$ cat config.mk
export PLATFORM = sky130hd
export DESIGN_NAME = cmot_regs
export DESIGN_NICKNAME = d
export VERILOG_FILES = /design/src/cmot_pkg.sv /design/src/cmot_regs.sv
export VERILOG_INCLUDE_DIRS = /design/src /design/src/src
export SDC_FILE = /design/constraint.sdc
export NUM_CORES = 1
export LEC_CHECK = 0
export BUFFER_PORTS_ARGS = -buffer_cell sky130_fd_sc_hd__buf_2
export CAP_MARGIN = 15
export CORE_ASPECT_RATIO = 0.8
export CORE_MARGIN = 4
export CORE_UTILIZATION = 25
export CTS_CLUSTER_SIZE = 16
export DETAILED_ROUTE_END_ITERATION = 8
export PLACE_DENSITY_LB_ADDON = 0.12
export SETUP_SLACK_MARGIN = 0.15
export SLEW_MARGIN = 20
export SYNTH_ARGS = -nofsm -noshare
export SYNTH_HDL_FRONTEND = slang
export SYNTH_SLANG_ARGS = --single-unit
$ cat constraint.sdc
create_clock -name ref_clk_in -period 0.8 [get_ports ref_clk_in]
set_input_delay 0.04 -clock ref_clk_in [delete_from_list [all_inputs] [get_ports ref_clk_in]]
set_output_delay 0.04 -clock ref_clk_in [all_outputs]
set_load 0.02 [all_outputs]
$ cat src/cmot_cfg.svh
// Purpose: Offsets, field positions and reset values of the trim registers
// Assumes: 4-bit register address, 16-bit register word
// Notes:   Definitions only
`ifndef CMOT_CFG_SVH
`define CMOT_CFG_SVH

`define CMOT_ADDR_CM_TRIM 4'h1
`define CMOT_ADDR_OFS_TRIM 4'h2
`define CMOT_CM_TRIM_RESET 16'h2A00
`define CMOT_OFS_TRIM_RESET 16'h0000
`define CMOT_CM_CODE_LSB 5
`define CMOT_CM_CODE_MSB 7
`define CMOT_OFS_POL_BIT 12
`define CMOT_OFS_SIZE_MSB 11
`define CMOT_CM_RSV_HI_LSB 8
`define CMOT_CM_RSV_LO_MSB 4
`define CMOT_OFS_RSV_LSB 13
// Nominal common-mode trim step and offset full scale, for reference by the analog side
`define CMOT_CM_STEP_UV 28600
`define CMOT_OFS_FULL_UV 45000

`endif

$ cat src/cmot_pkg.sv
// Purpose: Types shared by the trim register bank
// Assumes: Nothing beyond the config header
// Notes:   Write request and trim outputs travel as packed structs
package cmot_pkg;

   typedef struct packed {
      logic wr;
      logic [3:0] addr;
      logic [15:0] data;
   } cmot_req_t;

   typedef struct packed {
      logic [2:0] cm_trim_code;
      logic offset_polarity;
      logic [11:0] offset_size;
   } cmot_trim_t;

endpackage

$ cat src/cmot_regs.sv
// Purpose: Common-mode and I-channel offset trim registers
// Assumes: Serial decoder delivers a one-cycle write strobe and read address
// Notes:   Runs on the serial interface clock; values persist until reset
`timescale 1ns/1ps
`default_nettype none
`include "cmot_cfg.svh"

module cmot_regs (
   // Clock and reset
   input wire logic ref_clk_in,
   input wire logic rst_n_in,
   // Register access from the serial decoder
   input wire cmot_pkg::cmot_req_t req_in,
   input wire logic [3:0] rd_addr_in,
   output logic [15:0] rd_data_out,
   output logic rd_hit_out,
   // Trim values toward the analog circuits
   output cmot_pkg::cmot_trim_t trim_out
);

   // Stored fields; reserved ones are kept as written, not forced
   logic [7:0] cm_rsv_hi_reg;
   logic [2:0] cm_code_reg;
   logic [4:0] cm_rsv_lo_reg;
   logic [2:0] ofs_rsv_reg;
   logic ofs_pol_reg;
   logic [11:0] ofs_size_reg;

   // Whole words as they read back
   logic [15:0] cm_trim_word;
   logic [15:0] ofs_trim_word;

   // Write decode
   logic cm_wr_sel;
   logic ofs_wr_sel;

   // Read decode
   logic cm_rd_sel;
   logic ofs_rd_sel;
   logic rd_hit_next;
   logic [15:0] rd_data_next;

   // Field values headed for the trim outputs
   cmot_pkg::cmot_trim_t trim_next;

   // Reset words as vectors, so that fields can be selected from them
   localparam logic [15:0] cm_reset_word = `CMOT_CM_TRIM_RESET;
   localparam logic [15:0] ofs_reset_word = `CMOT_OFS_TRIM_RESET;

   // Address compare shared by the write and read decoders
   function automatic logic addr_is(
      input logic [3:0] a,
      input logic [3:0] reg_addr
   );
      addr_is = (a == reg_addr);
   endfunction

   // A write counts only with the strobe up and a matching address
   function automatic logic wr_targets(
      input cmot_pkg::cmot_req_t req,
      input logic [3:0] reg_addr
   );
      wr_targets = req.wr && addr_is(req.addr, reg_addr);
   endfunction

   // True when the address names one of the two trim registers
   function automatic logic is_hit(
      input logic [3:0] a
   );
      is_hit = addr_is(a, `CMOT_ADDR_CM_TRIM) ||
         addr_is(a, `CMOT_ADDR_OFS_TRIM);
   endfunction

   function automatic logic [2:0] cm_code_of(
      input logic [15:0] word
   );
      cm_code_of = word[`CMOT_CM_CODE_MSB:`CMOT_CM_CODE_LSB];
   endfunction

   function automatic logic ofs_pol_of(
      input logic [15:0] word
   );
      ofs_pol_of = word[`CMOT_OFS_POL_BIT];
   endfunction

   function automatic logic [11:0] ofs_size_of(
      input logic [15:0] word
   );
      ofs_size_of = word[`CMOT_OFS_SIZE_MSB:0];
   endfunction

   // Gathers the analog-facing fields from the two stored words
   function automatic cmot_pkg::cmot_trim_t trim_of(
      input logic [15:0] cm_word,
      input logic [15:0] ofs_word
   );
      cmot_pkg::cmot_trim_t t;
      t = '0;
      t.cm_trim_code = cm_code_of(cm_word);
      t.offset_polarity = ofs_pol_of(ofs_word);
      t.offset_size = ofs_size_of(ofs_word);
      trim_of = t;
   endfunction

   // Field resets derive from the reset words so the two cannot drift
   localparam cmot_pkg::cmot_trim_t trim_reset_val =
      trim_of(cm_reset_word, ofs_reset_word);
   localparam logic [7:0] cm_rsv_hi_reset =
      cm_reset_word[15:`CMOT_CM_RSV_HI_LSB];
   localparam logic [4:0] cm_rsv_lo_reset =
      cm_reset_word[`CMOT_CM_RSV_LO_MSB:0];
   localparam logic [2:0] ofs_rsv_reset =
      ofs_reset_word[15:`CMOT_OFS_RSV_LSB];

   always_comb begin
      cm_wr_sel = wr_targets(req_in, `CMOT_ADDR_CM_TRIM);
      ofs_wr_sel = wr_targets(req_in, `CMOT_ADDR_OFS_TRIM);
   end

   always_comb begin
      cm_rd_sel = addr_is(rd_addr_in, `CMOT_ADDR_CM_TRIM);
      ofs_rd_sel = addr_is(rd_addr_in, `CMOT_ADDR_OFS_TRIM);
      rd_hit_next = is_hit(rd_addr_in);
   end

   always_comb begin
      cm_trim_word = {cm_rsv_hi_reg, cm_code_reg, cm_rsv_lo_reg};
      ofs_trim_word = {ofs_rsv_reg, ofs_pol_reg, ofs_size_reg};
   end

   // Unmapped addresses read as zero so a stray read is harmless
   always_comb begin
      if (cm_rd_sel) begin
         rd_data_next = cm_trim_word;
      end else if (ofs_rd_sel) begin
         rd_data_next = ofs_trim_word;
      end else begin
         rd_data_next = 16'h0000;
      end
   end

   always_comb begin
      trim_next = trim_of(cm_trim_word, ofs_trim_word);
   end

   // Reserved bits are not forced: keeping them is the host's duty
   always_ff @(posedge ref_clk_in or negedge rst_n_in) begin
      if (!rst_n_in) begin
         cm_rsv_hi_reg <= cm_rsv_hi_reset;
      end else if (cm_wr_sel) begin
         cm_rsv_hi_reg <= req_in.data[15:`CMOT_CM_RSV_HI_LSB];
      end
   end

   always_ff @(posedge ref_clk_in or negedge rst_n_in) begin
      if (!rst_n_in) begin
         cm_code_reg <= trim_reset_val.cm_trim_code;
      end else if (cm_wr_sel) begin
         cm_code_reg <= cm_code_of(req_in.data);
      end
   end

   always_ff @(posedge ref_clk_in or negedge rst_n_in) begin
      if (!rst_n_in) begin
         cm_rsv_lo_reg <= cm_rsv_lo_reset;
      end else if (cm_wr_sel) begin
         cm_rsv_lo_reg <= req_in.data[`CMOT_CM_RSV_LO_MSB:0];
      end
   end

   // Bits 15:13 stored too, so a faulty write reads back as written
   always_ff @(posedge ref_clk_in or negedge rst_n_in) begin
      if (!rst_n_in) begin
         ofs_rsv_reg <= ofs_rsv_reset;
      end else if (ofs_wr_sel) begin
         ofs_rsv_reg <= req_in.data[15:`CMOT_OFS_RSV_LSB];
      end
   end

   always_ff @(posedge ref_clk_in or negedge rst_n_in) begin
      if (!rst_n_in) begin
         ofs_pol_reg <= trim_reset_val.offset_polarity;
      end else if (ofs_wr_sel) begin
         ofs_pol_reg <= ofs_pol_of(req_in.data);
      end
   end

   always_ff @(posedge ref_clk_in or negedge rst_n_in) begin
      if (!rst_n_in) begin
         ofs_size_reg <= trim_reset_val.offset_size;
      end else if (ofs_wr_sel) begin
         ofs_size_reg <= ofs_size_of(req_in.data);
      end
   end

   // Registered read port: data one cycle after the address
   always_ff @(posedge ref_clk_in or negedge rst_n_in) begin
      if (!rst_n_in) begin
         rd_hit_out <= 1'b0;
      end else begin
         rd_hit_out <= rd_hit_next;
      end
   end

   always_ff @(posedge ref_clk_in or negedge rst_n_in) begin
      if (!rst_n_in) begin
         rd_data_out <= 16'h0000;
      end else begin
         rd_data_out <= rd_data_next;
      end
   end

   // Registered so the analog side sees glitch-free levels
   always_ff @(posedge ref_clk_in or negedge rst_n_in) begin
      if (!rst_n_in) begin
         trim_out <= trim_reset_val;
      end else begin
         trim_out <= trim_next;
      end
   end

endmodule // cmot_regs
`default_nettype wire

Word level (Yosys, flattened, before mapping)
Index checks and enable logic that the tools add are counted.

cells by class
  equality and inequality tests = 4
  muxes and demuxes = 2
  reduce and logical (&&, ||, !) cells = 3

operators with widths
  kind                                                  count
  2-to-1 mux 16 bit                                     2
  equality test 4 x 1 -> 1 bit (second input constant)  2
  equality test 4 x 2 -> 1 bit (second input constant)  2
  logical AND 1 bit                                     2
  logical OR 1 bit                                      1

storage, ports and cells
  register bits after elaboration = 65
  bits of input ports = 27

Longest topological paths before layout
  word-level depth = 3
  depth in mapped cells = 4
  mapped depth without buffers = 3

Worst setup path after synthesis
OpenSTA, ideal clock, no wires.

  path kind = input to register
  start point = input port req_in[19] (netlist bit)
  end point = register ofs_rsv_reg[0]
  setup time = 0.125 ns
  data arrival time = 0.930 ns
  data required time = 0.675 ns
  path slack = -0.255 ns
  stages = 4
  buffers on the path = 1
  cells stage by stage = nor3b_4 -> nand3b_4 -> buf_6 -> mux2_4

between the ends
  longest elaborated chain between the ends = 2

RTL lines
  item                          RTL line          text
  start, declared               cmot_regs.sv:13   input wire cmot_pkg::cmot_req_t req_in,
  equality test 4 x 2 -> 1 bit  cmot_regs.sv:55   addr_is = (a == reg_addr);
  logical AND 1 bit             cmot_regs.sv:63   wr_targets = req.wr && addr_is(req.addr, reg_addr);
  end signal, assigned          cmot_regs.sv:174  ofs_rsv_reg <= ofs_rsv_reset;
  end signal, assigned          cmot_regs.sv:176  ofs_rsv_reg <= req_in.data[15:`CMOT_OFS_RSV_LSB];
  end, declared                 cmot_regs.sv:25   logic [2:0] ofs_rsv_reg;

Every way passes these cells.
A chain may end at the register's enable or synchronous reset.

Final worst setup path
  start point = input port req_in[18] (netlist bit)
  end point = register cm_rsv_lo_reg[3]

between the ends
  longest elaborated chain between the ends = 2

RTL lines
  item                          RTL line          text
  equality test 4 x 1 -> 1 bit  cmot_regs.sv:55
  logical AND 1 bit             cmot_regs.sv:63
  end signal, assigned          cmot_regs.sv:165  cm_rsv_lo_reg <= cm_rsv_lo_reset;
  end signal, assigned          cmot_regs.sv:167  cm_rsv_lo_reg <= req_in.data[`CMOT_CM_RSV_LO_MSB:0];
  end, declared                 cmot_regs.sv:24   logic [4:0] cm_rsv_lo_reg;

Every way passes these cells.

==> impl_metrics.yaml <==
yosys:
  yosys_warnings: 0
  syn_area_mm2: 0.00234
  synthTopCellsByCount: "dfrtp_1 (62), mux2_4 (20), a22o_1 (16)"
  netlist.area_leader.share: 0.662
  async_flop_share: 1.00
  ys_types: 11
  post-synth-top-count-cell: "dfrtp_1"
  syn_area_per_cell_um2: 19.0
  synth_seq_area_share: 0.696
  synth-main-ff-cell: "dfrtp_1"
  synthTopCellsByArea: "dfrtp_1 (66%), mux2_4 (13%), a22o_1 (6.0%)"
  synth-edff-count: 0
  ys_ff_latch: 65
  synth_cells: 123
  syn_nets: 150
  synth_largest_area_cell: "dfrtp_1"
floorplanning:
  die-area_mm2: 0.0110
  initial_core_util: 0.258
  pin_count: 60
  rows: 31
  dieHeight_um: 94.6
  die_w_um: 116
  core_area_mm2: 0.00908
pwr:
  combPwrFrac: 0.172
  peakVddDrop_mv: 1.14
  p_sw_frac: 0.234
  static-leakage-power_nw: 1.80
  power_frac_clock: 0.398
  power_frac_seq: 0.430
  p_per_area_mw_per_mm2: 2790
  p_int_mw: 7.64
  p_sw_mw: 2.34
cts:
  numCtsBuffers: 9
  clock_sinks: 65
  h-tree-depth: 3
  clk_latency_ns: 0.32
  cts_buffer_depth: 2
  cts_tree: "done"
  cts_root_buf: "clkbuf_16"
  clkSlewWorstSetupHoldPaths_ns: 0.05
finish:
  multi_input_comb_area_um2: 688
  fillCellCount: 865
  seqCellArea_mm2: 0.00163
  fin_area_mm2: 0.00358
  antenna_cells: 0
  area_growth_pct: 52.9
  final_util: 0.395
  layout-drive-gt1-share: 0.626
  finalNetCount: 236
timing:
  clock.fmax_ghz: 1.14
  fin_ws_ns: -0.0753
  relSlewSlack: 0.678
  tightest_slew_ns: 0.482
  slew_viol_final: 0
  period_share: 1.09
  clock-skew-final_ns: 0.00658
  rsz0062_at_grt: "true"
  finalHoldViolations: 70
  hold_slack_ns: -0.326
  finalSetupViolCount: 62
  min_period_ns: 0.875
  fin_tns_setup_ns: -3.16
placed_design:
  hpwl_um: 3560
  portBuffers: 59
  place_congestion: 0.670
  place_area_mm2: 0.00299
route:
  drt_wl_total_um: 5170
  route.detailed.drc: 0
  drtIter0Drc: 16
  vias_per_cell: 4.13
  dr.pass1.iters: 5
  drtAntennaViolNets: 0
  wire_per_inst_um: 15.7
  vias: 1358
min_path:
  hold_class: "input pin to async pin"
setup_path:
  critPathLaunchType: "input pin"
  worstSetupStartpoint: "req_in[18]"
  worstPathMaxFanout: 7
  r2r_end: "ofs_size_reg[8]"
  rr_worst_depth: 1
  r2r_start: "ofs_size_reg[8]"
  cp.required_ns: 1.00
  critPathCapture: "cm_rsv_lo_reg[3]"
  r2r_setup_slack_ns: 0.01
  endpoint_kind: "flip-flop"
  cp.arrival_ns: 1.08
  critPathKind: "input pin to flip-flop"
global_route:
  gr-usage-all-layers: 0.104
  antenna_found_initial: 0
  grt_pass1_vias: 1571
  grt_pass1_wl_um: 8380
  grt_remaining_overflow: 0
  grt_max_degree: 18
run_status:
  violations: "negative hold slack, negative setup slack"
  status: "complete, but fails checks"
flow_run:
  cap_violations: 0
==> cell type report <==
class                   count  area share
flip-flops and latches     65       0.455
repair buffers             79       0.226
multi-input cells          54       0.192
clock buffers              14      0.0765
well taps                 115      0.0402
clock inverters             2     0.00978
==> power groups by stage <==
stage | sequential, mW | clock (mW) | combinational [mW]
detailed placement | 4.28 | 0 | 1.41
CTS | 4.29 | 4.10 | 1.74
global route | 4.36 | 4.24 | 1.83
floorplan | 4.51 | 0 | 0.552
finish | 4.29 | 3.97 | 1.72
global placement | 4.27 | 0 | 1.38
==> kinds of logic (layout without fill, tap and decap cells) <==
family                 count (synthesis)  after routing  share of synthesized area
AO/OA/AOI/OAI                         16             16                     0.0598
buffers and inverters                  4             95                     0.0176
flip-flops                            65             65                      0.696
multiplexers                          32             32                      0.186
AND/OR/NAND/NOR                        6              6                     0.0406
==> worst max-delay path, stage by stage <==
cell and delay, ns:
buf_6 0.10, nor3b_4 0.20, buf_4 0.15, nand3b_4 0.13
buf_12 0.18, mux2_4 0.29
==> what timing repair did <==
action / in CTS / in global routing
gates resized for setup: 69 / 0
setup endpoints to repair: 81 / 81
gates cloned: 1 / 0
pin swaps: 4 / 1
endpoints found under the hold margin: 44 / 36
setup buffers: 4 / 1
==> stage by stage <==
stage	worst slack, ns	total power, mW	std cells
finish	-0.0753	9.98	329
global route	-0.109	10.4	329
CTS	-0.0955	10.1	328
detailed placement	-0.395	5.69	307
global placement	-0.382	5.65	307
floorplan	-0.249	5.06	123
==> placed cells by master, fill, tap and decap left out, drive strengths merged <==
cell type,count
bufinv,1
mux2,32
a22o,16
nor4b,2
or2,1
clkinv,1
nand3b,2
clkbuf,14
buf,79
nor3b,1
dfrtp,62
dfstp,3
==> worst min path at each step <==
stage	start	end	slack [ns]	depth (start not counted)
6_report	rst_n_in	ofs_pol_reg	-0.33	1
5_1_grt	rst_n_in	ofs_pol_reg	-0.32	1
4_1_cts	rst_n_in	ofs_pol_reg	-0.32	1
3_5_place_dp	rst_n_in	ofs_size_reg[11]	0.03	1
3_3_place_gp	rst_n_in	trim_out[11]	0.02	1
2_1_floorplan	rst_n_in	cm_code_reg[0]	-0.26	0
==> routing by layer <==
metal,wire length [µm],part of all wire,vias up,global-route usage
li1,-,-,621,-
met1,2190,0.42,700,0.124
met2,2640,0.51,37,0.160
met3,331,0.064,0,0.0538
met4,0,0,0,0.0377
met5,0,0,-,0
No activity file was read; power rests on OpenSTA's default activity.
